### config.mk
export PLATFORM = sky130hd
export DESIGN_NAME = ics_unit
export DESIGN_NICKNAME = d
export VERILOG_FILES = /design/src/hdl/ics_pkg.sv /design/src/hdl/ics_unit.sv
export SDC_FILE = /design/constraint.sdc
export NUM_CORES = 1
export LEC_CHECK = 0
export ABC_AREA = 0
export BUFFER_PORTS_ARGS = -buffer_cell sky130_fd_sc_hd__buf_2
export CELL_PAD_IN_SITES_DETAIL_PLACEMENT = 0
export CELL_PAD_IN_SITES_GLOBAL_PLACEMENT = 1
export CORE_MARGIN = 8
export CORE_UTILIZATION = 56
export DETAILED_ROUTE_END_ITERATION = 10
export PLACE_DENSITY_LB_ADDON = 0.1
export SLEW_MARGIN = 20
export SYNTH_ARGS = -nofsm -noshare
export SYNTH_HDL_FRONTEND = slang
export SYNTH_SLANG_ARGS = --single-unit
### constraint.sdc
create_clock -name clk_sys -period 6.4 [get_ports clk_sys]
set_input_delay 1.6 -clock clk_sys [delete_from_list [all_inputs] [get_ports clk_sys]]
set_output_delay 1.6 -clock clk_sys [all_outputs]
set_load 0.05 [all_outputs]
### src/hdl/ics_pkg.sv
// Contract
// - Nine-line buses: byte plus odd parity
// - Line 7 is LSB, line 0 MSB
// - Bus-in valid 100 ns after tag, held; code loads bus-in two cycles before its tag rises
// - Inbound tag identifies bus-in contents
// - Claim with op-in or pass select-out
// - After passing, no op-in until next poll
// - Claiming unit blocks select-out, sends address
// - Hold op-in until select-out drops
// - Last unit returns select-out as select-in
// - Option: logic in select-out or select-in chain
// - Raise request-in before next poll
// - Without hold-out only forward select-out
// - Decode address; matching idle unit claims
// - Halt address-out means disconnect
// - Drop op-in within 6 us of disconnect
// - Busy unit answers with status-in
// - One inbound tag at a time, held
// - Ignore outbound tags without operational-out; code gates only address-, command- and service-out, not select-out or hold-out
package ics_pkg;
	localparam int          ICS_CLK_MHZ      = 10;
	localparam int          ICS_BUS_SETUP_NS = 100;
	localparam int          ICS_SETUP_CYC    = (ICS_BUS_SETUP_NS * ICS_CLK_MHZ + 999) / 1000;
	localparam int          ICS_DISC_US      = 6;
	localparam int          ICS_DISC_CYC     = ICS_DISC_US * ICS_CLK_MHZ;
	localparam int          ICS_FIFO_DEPTH   = 32;
	localparam int          ICS_FIFO_WIDTH   = 8;
	localparam logic [3:0]  ICS_CNT_ZERO     = 4'h0;
	localparam logic [3:0]  ICS_SETUP_CNT    = 4'(ICS_SETUP_CYC);
	localparam logic [7:0]  ICS_DISC_CNT     = 8'(ICS_DISC_CYC);
	localparam logic [7:0]  ICS_BYTE_ZERO    = 8'h00;

	typedef enum logic [2:0] {
		ICS_IDLE = 3'b000,
		ICS_SETUP = 3'b001,
		ICS_TAG = 3'b010,
		ICS_WAIT_DROP = 3'b011,
		ICS_HOLD = 3'b100,
		ICS_DISC = 3'b101
	} ics_state_e;

	typedef enum logic [1:0] {
		ICS_TAG_ADDR = 2'b00,
		ICS_TAG_STAT = 2'b01,
		ICS_TAG_SERV = 2'b10
	} ics_tag_e;

	// Reverse bit order: line 0 carries the most significant bit
	function automatic logic [7:0] ics_swap(input logic [7:0] b);
		logic [7:0] r;
		r = 8'h00;
		for (int i = 0; i < 8; i++) begin
			r[i] = b[7 - i];
		end
		return r;
	endfunction : ics_swap
endpackage : ics_pkg

### src/hdl/ics_unit.sv
`timescale 1ns/10ps
module ics_fifo #(
	parameter int WIDTH = 8,
	parameter int DEPTH = 32
) (
	input  wire logic             clk_sys,
	input  wire logic             rst,
	input  wire logic [WIDTH-1:0] in_data,
	input  wire logic             in_valid,
	output logic                  in_ready,
	output logic      [WIDTH-1:0] out_data,
	output logic                  out_valid,
	input  wire logic             out_ready
);
	localparam int AW = $clog2(DEPTH);
	logic [WIDTH-1:0] mem_reg [DEPTH];
	logic [AW-1:0]    wr_reg;
	logic [AW-1:0]    rd_reg;
	logic [AW:0]      cnt_reg;
	logic             push;
	logic             pop;

	// Honest full and empty from occupancy
	assign in_ready  = (cnt_reg != (AW+1)'(DEPTH));
	assign out_valid = (cnt_reg != '0);
	assign out_data  = mem_reg[rd_reg];
	assign push      = in_valid && in_ready;
	assign pop       = out_valid && out_ready;

	always_ff @(posedge clk_sys) begin
		if (push) begin
			mem_reg[wr_reg] <= in_data;
		end
	end

	// Pointers wrap because depth is a power of two
	always_ff @(posedge clk_sys) begin
		if (rst) begin
			wr_reg  <= '0;
			rd_reg  <= '0;
			cnt_reg <= '0;
		end else begin
			if (push) begin
				wr_reg <= wr_reg + 1'b1;
			end
			if (pop) begin
				rd_reg <= rd_reg + 1'b1;
			end
			cnt_reg <= cnt_reg + (AW+1)'(push) - (AW+1)'(pop);
		end
	end
endmodule : ics_fifo

module ics_unit (
	input  wire logic                      clk_sys,
	input  wire logic                      rst,
	input  wire logic [7:0]                unit_addr,
	input  wire logic                      chain_in_return,
	input  wire logic                      busy,
	input  wire logic [ics_pkg::ICS_FIFO_WIDTH-1:0] tx_data,
	input  wire logic                      tx_valid,
	output logic                           tx_ready,
	output logic [7:0]                     tx_status,
	input  wire logic                      tx_status_valid,
	input  wire logic [8:0]                bus_out,
	input  wire logic                      address_out,
	input  wire logic                      command_out,
	input  wire logic                      service_out,
	input  wire logic                      operational_out,
	input  wire logic                      select_out_up,
	input  wire logic                      hold_out,
	input  wire logic                      select_in_up,
	output logic                           select_out_down,
	output logic                           select_in_down,
	output logic [8:0]                     bus_in,
	output logic                           operational_in,
	output logic                           address_in,
	output logic                           status_in,
	output logic                           service_in,
	output logic                           request_in,
	output logic                           parity_error,
	output logic                           disconnect_seen
);
	import ics_pkg::*;

	logic [10:0] s1_reg;
	logic [10:0] s2_reg;
	logic        adr_o;
	logic        cmd_o;
	logic        svc_o;
	logic        sel_chain;
	logic        sel_prev_reg;
	logic        passed_reg;
	logic        claim;
	logic        busy_hit;
	logic        match_reg;
	logic        halt_reg;
	logic        adr_prev_reg;
	logic        out_odd;
	logic [7:0]  out_byte;
	ics_state_e  state_reg;
	ics_tag_e    tag_reg;
	logic [3:0]  setup_reg;
	logic [7:0]  disc_reg;
	logic [7:0]  fifo_data;
	logic        fifo_valid;
	logic        fifo_pop;
	logic [7:0]  in_byte;
	logic        tag_up;

	assign tx_status = ICS_BYTE_ZERO;

	// Two-stage sync on all channel lines
	always_ff @(posedge clk_sys) begin
		if (rst) begin
			s1_reg <= '0;
			s2_reg <= '0;
		end else begin
			s1_reg <= {address_out, command_out, service_out, operational_out, select_out_up, hold_out,
			           select_in_up, bus_out[8], 3'h0};
			s2_reg <= s1_reg;
		end
	end

	// Address-out, command-out and service-out only count with operational-out up
	assign adr_o     = s2_reg[10] && s2_reg[7];
	assign cmd_o     = s2_reg[9] && s2_reg[7];
	assign svc_o     = s2_reg[8] && s2_reg[7];
	assign sel_chain = chain_in_return ? s2_reg[4] : s2_reg[6];

	// Bus-out data sync, byte reversed to normal bit order
	logic [7:0] bo1_reg;
	logic [7:0] bo2_reg;
	always_ff @(posedge clk_sys) begin
		if (rst) begin
			bo1_reg <= ICS_BYTE_ZERO;
			bo2_reg <= ICS_BYTE_ZERO;
		end else begin
			bo1_reg <= bus_out[7:0];
			bo2_reg <= bo1_reg;
		end
	end
	assign out_byte = ics_swap(bo2_reg);
	assign out_odd  = ^{out_byte, s2_reg[3]};

	// Track the poll edge: a fresh rise re-arms claiming
	always_ff @(posedge clk_sys) begin
		if (rst) begin
			sel_prev_reg <= 1'b0;
			passed_reg   <= 1'b0;
		end else begin
			sel_prev_reg <= sel_chain;
			if (sel_chain && !sel_prev_reg) begin
				passed_reg <= !claim;
			end else if (!sel_chain) begin
				passed_reg <= 1'b0;
			end
		end
	end

	// Claim on own request or on a matching, idle address
	assign claim = s2_reg[5] && sel_chain && !passed_reg && state_reg == ICS_IDLE && (fifo_valid || match_reg)
	               && !halt_reg;

	// Busy unit seeing its address keeps select-out, or select-in would race status-in
	assign busy_hit = adr_o && out_odd && out_byte == unit_addr && busy && sel_chain && s2_reg[5];

	// Address decode while address-out stands
	always_ff @(posedge clk_sys) begin
		if (rst) begin
			match_reg    <= 1'b0;
			halt_reg     <= 1'b0;
			adr_prev_reg <= 1'b0;
		end else begin
			match_reg    <= adr_o && out_odd && out_byte == unit_addr && !busy;
			// Only a fresh address-out under op-in is a halt; the selecting one lingers in the sync
			adr_prev_reg <= adr_o;
			halt_reg     <= adr_o && !adr_prev_reg && operational_in;
		end
	end

	// Connection sequencer
	always_ff @(posedge clk_sys) begin
		if (rst) begin
			state_reg <= ICS_IDLE;
			tag_reg   <= ICS_TAG_ADDR;
			setup_reg <= ICS_CNT_ZERO;
			disc_reg  <= ICS_BYTE_ZERO;
		end else begin
			case (state_reg)
				ICS_IDLE: begin
					if (claim) begin
						state_reg <= ICS_SETUP;
						tag_reg   <= ICS_TAG_ADDR;
						setup_reg <= ICS_SETUP_CNT;
					end else if (busy_hit) begin
						state_reg <= ICS_SETUP;
						tag_reg   <= ICS_TAG_STAT;
						setup_reg <= ICS_SETUP_CNT;
					end
				end
				ICS_SETUP: begin
					if (setup_reg != ICS_CNT_ZERO) begin
						setup_reg <= setup_reg - 4'h1;
					end else begin
						state_reg <= ICS_TAG;
					end
				end
				ICS_TAG: begin
					if (cmd_o || svc_o || (tag_reg == ICS_TAG_STAT && !sel_chain)) begin
						state_reg <= ICS_WAIT_DROP;
					end
				end
				ICS_WAIT_DROP: begin
					if (!cmd_o && !svc_o) begin
						if (tag_reg != ICS_TAG_STAT && fifo_valid) begin
							state_reg <= ICS_SETUP;
							tag_reg   <= ICS_TAG_SERV;
							setup_reg <= ICS_SETUP_CNT;
						end else begin
							state_reg <= ICS_HOLD;
						end
					end
				end
				ICS_HOLD: begin
					if (!sel_chain) begin
						state_reg <= ICS_IDLE;
					end
				end
				ICS_DISC: begin
					if (disc_reg != ICS_BYTE_ZERO) begin
						disc_reg <= disc_reg - 8'h01;
					end
					if (!sel_chain || disc_reg == ICS_BYTE_ZERO) begin
						state_reg <= ICS_IDLE;
					end
				end
				default: begin
					state_reg <= ICS_IDLE;
				end
			endcase
			if (halt_reg && state_reg != ICS_IDLE && state_reg != ICS_DISC) begin
				state_reg <= ICS_DISC;
				disc_reg  <= ICS_DISC_CNT;
			end
			if (!s2_reg[7]) begin
				state_reg <= ICS_IDLE;
			end
		end
	end

	// Pop a data byte when the channel takes it
	assign fifo_pop = state_reg == ICS_TAG && tag_reg == ICS_TAG_SERV && svc_o;
	assign in_byte  = (tag_reg == ICS_TAG_ADDR) ? unit_addr : (tag_reg == ICS_TAG_STAT) ? tx_status : fifo_data;
	assign tag_up   = state_reg == ICS_TAG;

	ics_fifo #(
		.WIDTH (ICS_FIFO_WIDTH),
		.DEPTH (ICS_FIFO_DEPTH)
	) u_fifo (
		.clk_sys   (clk_sys),
		.rst       (rst),
		.in_data   (tx_data),
		.in_valid  (tx_valid),
		.in_ready  (tx_ready),
		.out_data  (fifo_data),
		.out_valid (fifo_valid),
		.out_ready (fifo_pop)
	);

	// Registered pins; bus-in is loaded before its tag rises
	always_ff @(posedge clk_sys) begin
		if (rst) begin
			bus_in          <= 9'h001;
			operational_in  <= 1'b0;
			address_in      <= 1'b0;
			status_in       <= 1'b0;
			service_in      <= 1'b0;
			request_in      <= 1'b0;
			select_out_down <= 1'b0;
			select_in_down  <= 1'b0;
			parity_error    <= 1'b0;
			disconnect_seen <= 1'b0;
		end else begin
			if (state_reg == ICS_SETUP) begin
				bus_in <= {~^in_byte, ics_swap(in_byte)};
			end
			operational_in  <= state_reg != ICS_IDLE && tag_reg != ICS_TAG_STAT;
			address_in      <= tag_up && tag_reg == ICS_TAG_ADDR;
			status_in       <= tag_up && tag_reg == ICS_TAG_STAT;
			service_in      <= tag_up && tag_reg == ICS_TAG_SERV;
			request_in      <= fifo_valid && state_reg == ICS_IDLE;
			select_out_down <= chain_in_return ? s2_reg[6] :
			                   (s2_reg[6] && state_reg == ICS_IDLE && !claim && !busy_hit);
			select_in_down  <= chain_in_return ? (s2_reg[4] && state_reg == ICS_IDLE && !claim && !busy_hit) :
			                   s2_reg[4];
			parity_error    <= (adr_o || (svc_o && tag_reg == ICS_TAG_SERV)) && !out_odd;
			disconnect_seen <= halt_reg;
		end
	end
endmodule : ics_unit

==> metrics.md, run 1 <==
| Metric | Value |
|---|---|
| Initial antenna violation count | 0 |
| Final setup viols | 0 |
| Slowest CP cell | dfxtp_4 |
| Clk_skew | 21.7 ps |
| Total gr overflow | 0 |
| Post-DP HPWL | 18200 um |
| P per Cell Area | 313 nW/um2 |
| Finished Layout Cells | 1272 |
| Distinct cells, synth | 55 |
| CP Depth | 9 |
| Max Slew Vio Count | 0 |
| Grt met3 use | 0.0405 |
| Min-delay src | adr_prev_reg |
| CP bufs+invs | 1 |
| Slew headroom | 0.363 |
| Total track usage | 0.187 |
| Design Area, Final | 15400 um2 |
| Number of synthesized flops with an enable pin | 256 |
| Fill cells | 1774 |
| Worst setup slack after layout | 2730 ps |
| Pwr Total | 4.83 mW |
| CTS root buffer | clkbuf_16 |
| Max reg flops | 256 |
| Clock latency on the worst-skew pair | 510 ps |
| HP Class | reg -> reg |
| Met1 usage | 0.236 |
| Post-CTS Setup Inserts | 0 |
| Cells after Synth | 862 |
| Crit path cell chain | buf_4, mux4_2, a22oi_1, nand3_1, a222oi_1, xnor2_1, xnor2_1, nor4b_1, nand3b_1 |
| Clock sink count | 349 |
| Crit path arrival time | 4120 ps |
| Port-buffer cells | 55 |
| CP Capture Point | bus_in[8] |
| Row cnt | 57 |
| Fin. Hold Viols | 0 |
| TritonRoute pass-1 iters | 5 |
| Crit path kind | reg -> reg |
| CTS tree | built |
| Worst EP required | 6850 ps |
| Minimum clock period after layout | 3670 ps |
| Top Ports | 65 |
| CTS Buf Count | 37 |
| Finished Core Util | 0.635 |
| Most used cell, CP | xnor2_1 |
| Vias in the first global route | 7748 |
| Share of async-settable or async-resettable flops after synthesis | 0 |
| Worst R2R End | bus_in[8] |
| Post-route antenna net violation count | 0 |
| Post-DR vias/cell | 5.84 |
| Dpl ws | 2660 ps |
| CP endpoint kind | flip-flop |
| Placed Cells | 1207 |
| Longest Clk Path Bufs | 3 |
| Crit path largest cell delay | 780 ps |
| Status | finished clean |
| Core area | 24200 um2 |
| Maximum clock rate | 272 MHz |
| Worst R2R Setup Slack | 2730 ps |
| Final period util | 0.574 |
| Sequential area share after synthesis | 0.694 |
| Hold slack | 410 ps |
| Placer Congestion | 0.857 |
| GR peak layer | met2 |
| Post-CTS Resized | 0 |
| Setup TNS | 0 ps |
| Met2 Resource Use GR | 0.321 |
| Die Span X | 173 um |
| NumNets Final | 979 |
| Post-Route WL | 27900 um |
| Die H | 173 um |
| Initial Util | 0.567 |
| Maximum VDD drop | 0.260 mV |
| Top delay family on crit path | compound AO/OA/AOI/OAI gates |
| Die area | 29800 um2 |
| Worst reg2reg path depth | 9 |
| H-Tree Depth | 2 |
| Top FF cell, synth | edfxtp_1 |
| Mean Syn Cell Area | 16.0 um2 |
| Slew @ Worst Pin | 951 ps |
| Register area | 9560 um2 |
| Most common cell after layout, fill and taps aside | edfxtp_1 |
| Unrepaired setup endpoints after global routing | false |
| Wire per inst | 22.0 um |
| # Max-Cap Violations | 0 |
| Hold_buf cts | 0 |
| Via count | 7425 |
| Worst Path Max Fanout | 34 |
| Clk slew on worst S/H paths | 60 ps |
| Flops & latches, synth | 349 |
| Antenna diode count | 0 |
| Multi-input logic area | 3920 um2 |
| DR DRC count | 0 |
| First-pass GRT wire length | 43500 um |
| Nature of the critical path startpoint | flip-flop |
| Share of cells above drive strength 1 | 0.201 |
| Synthesis Warnings | 0 |
| Syn Std Cell Area | 13800 um2 |
| Post-Place Cell Area | 14300 um2 |
| 1st-iter DRT viols | 595 |
| Leak pwr | 5.16 nW |
| Most frequent cells in the layout | 256 x edfxtp_1, 90 x dfxtp_1, 87 x nor2_1 |
| Area Growth Syn to Fin | 12.0% |
| Pin count of the biggest net entering global routing | 44 |
[routing by layer]
| metal | vias up | part of all wire |
|---|---|---|
| li1 | 3376 | - |
| met1 | 3780 | 0.42 |
| met2 | 222 | 0.50 |
| met3 | 47 | 0.062 |
| met4 | 0 | 0.021 |
| met5 | - | 0 |
[worst min-delay path by stage]
stage,to,slack (ps),cells past startpoint
6_report,halt_reg,410,1
5_1_grt,halt_reg,440,1
4_1_cts,halt_reg,400,1
3_5_place_dp,halt_reg,390,1
3_3_place_gp,halt_reg,380,1
2_1_floorplan,halt_reg,370,1
[logic make-up after synthesis]
kind of cell               Yosys count  synth area share
other                                1          0.000273
muxes                               75             0.113
and+or+nand+nor                    235            0.0861
xor gates and xnor gates            40            0.0265
DFF                                349             0.694
adders and majority gates           19            0.0178
buffers and inverters               65            0.0231
AOI/OAI and AO/OA                   78            0.0394
[where the power goes]
part | leakage [nW] | total, mW | switching [mW] | internal [mW]
sequential | 3.07 | 2.50 | 0.0208 | 2.48
clock | 0.569 | 1.99 | 0.812 | 1.18
combinational | 1.52 | 0.337 | 0.214 | 0.123
[synth_stat cells (11+ instances only)]
library cell	n	area, um2
ha_1	18	225
mux4_2	64	1440
nor2b_1	47	294
nand3_1	13	65.1
buf_2	11	55.1
xnor2_1	22	193
nand2_1	29	109
nor2_1	87	327
edfxtp_1	256	7690
a21oi_1	18	90.1
inv_1	18	67.6
clkbuf_1	23	86.3
a22oi_1	25	188
xor2_1	17	149
dfxtp_1	93	1860
nor3_1	11	55.1
[worst register-to-register path: cells and delay by family, from the launching register on]
kind            cells  cell delay (ps)
compound gates      2              890
flops               1              780
simple gates        3              590
mux                 1              550
buf+inv             1              420
xor+xnor            2              360
[layout make-up]
class                           count  area share
Inverter                           18     0.00439
Clock buffer                       50      0.0674
Multi-Input combinational cell    455       0.255
Clock inverter                     15     0.00642
Sequential cell                   349       0.620
Tap cell                          324      0.0263
Timing Repair Buffer               61      0.0208
No activity file was read; power rests on OpenSTA's default activity.
==> inputs of run 2 (changes only) <==
CORE_UTILIZATION = 47   (was 56)
clock period = 3 ns   (was 6.4 ns; I/O delays follow)
==> metrics.md, run 2 (synthesized netlist as in run 1, its figures left out) <==
| Metric | Value |
|---|---|
| Wire length on met2 | 15100 um |
| Worst reg2reg path depth | 10 |
| Wire per inst | 21.4 um |
| Finished Core Util | 0.562 |
| NumNets Final | 1038 |
| Initial Util | 0.478 |
| Pwr Total | 10.9 mW |
| TritonRoute pass-1 iters | 7 |
| Post-Route WL | 29800 um |
| Area Growth Syn to Fin | 17.6% |
| Minimum clock period after layout | 2840 ps |
| # Max-Cap Violations | 0 |
| Slowest CP cell | mux4_2 |
| Clock latency on the worst-skew pair | 520 ps |
| Power share of the sequential group | 0.488 |
| H-Tree Depth | 2 |
| Final period util | 0.945 |
| Top Ports | 65 |
| Most common cell after layout, fill and taps aside | edfxtp_1 |
| Port-buffer cells | 55 |
| Combinational fraction of design power | 0.071 |
| Via count | 7632 |
| First-pass GRT wire length | 45600 um |
| Row cnt | 62 |
| Worst R2R Setup Slack | 160 ps |
| Most frequent cells in the layout | 256 x edfxtp_1, 91 x dfxtp_1, 87 x nor2_1 |
| Psw | 2.35 mW |
| DR DRC count | 0 |
| Share of cells above drive strength 1 | 0.252 |
| Fill cells | 2286 |
| Clk_skew | 12.7 ps |
| Vias in the first global route | 7937 |
| Placed Cells | 1322 |
| Core area | 28800 um2 |
| Unrepaired setup endpoints after global routing | true |
| CP endpoint kind | flip-flop |
| Post-DR vias/cell | 5.48 |
| HP Class | reg -> reg |
| Switching share of total power | 0.215 |
| Worst setup slack after layout | 164 ps |
| CTS tree | built |
| Nature of the critical path startpoint | flip-flop |
| Finished Layout Cells | 1393 |
| Dpl ws | 58.0 ps |
| 1st-iter DRT viols | 494 |
| Worst EP required | 3410 ps |
| Die area | 35000 um2 |
| CTS root buffer | clkbuf_16 |
| Clk slew on worst S/H paths | 60 ps |
| Initial antenna violation count | 0 |
| Antenna diode count | 0 |
| CTS Buf Count | 39 |
| Setup TNS | 0 ps |
| CP Capture Point | bus_in[8] |
| Crit path cell chain | buf_12, buf_4, mux4_2, a22oi_1, nand2_1, a21oi_1, xnor2_1, xnor2_1, nor4b_2, nand3b_1 |
| Clk pwr share | 0.441 |
| Register area | 9550 um2 |
| Worst Path Max Fanout | 11 |
| Top routing layer in use | met4 |
| Total track usage | 0.168 |
| Clock sink count | 349 |
| Total gr overflow | 0 |
| Internal Power | 8.57 mW |
| Slew @ Worst Pin | 888 ps |
| Slew headroom | 0.403 |
| Pin count of the biggest net entering global routing | 44 |
| Maximum clock rate | 353 MHz |
| Most used cell, CP | xnor2_1 |
| Worst R2R End | bus_in[8] |
| Crit path kind | reg -> reg |
| Post-DP HPWL | 19600 um |
| Max Slew Vio Count | 0 |
| DRT met1 WL | 12600 um |
| Multi-input logic area | 3960 um2 |
| Crit path arrival time | 3240 ps |
| Longest Clk Path Bufs | 3 |
| Status | finished clean |
| Final setup viols | 0 |
| Die H | 187 um |
| P per Cell Area | 675 nW/um2 |
| Placer Congestion | 0.793 |
| Max reg flops | 256 |
| Fin. Hold Viols | 0 |
| Post-route antenna net violation count | 0 |
| Leak pwr | 5.57 nW |
| Die Span X | 187 um |
| Maximum VDD drop | 0.580 mV |
| Met3 WL | 1590 um |
| Crit path largest cell delay | 530 ps |
## run 2: cell count changes in the layout (fill, tap and decap cells not counted), moves of 3 or more
cell       previous run  this run
clkinv_1              4         9
clkbuf_1              8         4
bufinv_16             1         5
clkinv_2              9         4
clkbuf_16            39        42
buf_4                 6        58
buf_12                0         4
## run 2: worst min-delay path by stage
stage / from / end / cells after the start
after detailed placement: adr_prev_reg / halt_reg / 1
after global placement: adr_prev_reg / halt_reg / 1
after floorplan: adr_prev_reg / halt_reg / 1
final: adr_prev_reg / halt_reg / 1
after global routing: busy / match_reg / 2
after CTS: busy / match_reg / 2
## run 2: worst max-delay path: cells and delay by family (launching register included)
family                    cells  cell delay [ps]
buffers and inverters         2              370
DFF                           1              480
and+or+nand+nor               3              420
muxes                         1              530
xor gates and xnor gates      2              340
AOI/OAI and AO/OA             2              580
## run 2: metal layers
metal	GRT usage	vias to the layer above
met2	0.288	196
li1	-	3493
met5	0	-
met3	0.0308	48
met4	0.0446	0
met1	0.217	3895
## run 2: stage by stage
step / area, um2 / hold slack [ps]
floorplan: 13800 / 374
detailed placement: 14800 / 402
global route: 16200 / 404
global placement: 14800 / 377
finish: 16200 / 407
CTS: 16100 / 393
## run 2: final cells by class
| class | instances | share of cell area |
|---|---|---|
| Timing Repair Buffer | 118 | 0.0504 |
| Inverter | 18 | 0.00417 |
| Sequential cell | 349 | 0.590 |
| Tap cell | 384 | 0.0297 |
| Clock buffer | 48 | 0.0663 |
| Clock inverter | 21 | 0.0147 |
| Multi-Input combinational cell | 455 | 0.244 |
## run 2: power by group through the flow
stage,clock (mW),combinational [mW],sequential (mW)
6_report,4.81,0.776,5.33
5_1_grt,5.14,0.864,5.34
4_1_cts,4.92,0.747,5.33
3_5_place_dp,0,0.742,5.43
3_3_place_gp,0,0.716,5.42
2_1_floorplan,0,0.471,5.44
## run 2: what timing repair did
item / 4_1_cts / 5_1_grt
hold buffers: 0 / 0
setup buffers: 0 / 1
setup endpoints to repair: 0 / 3
endpoints found under the hold margin: 0 / 0
resized for setup: 0 / 6
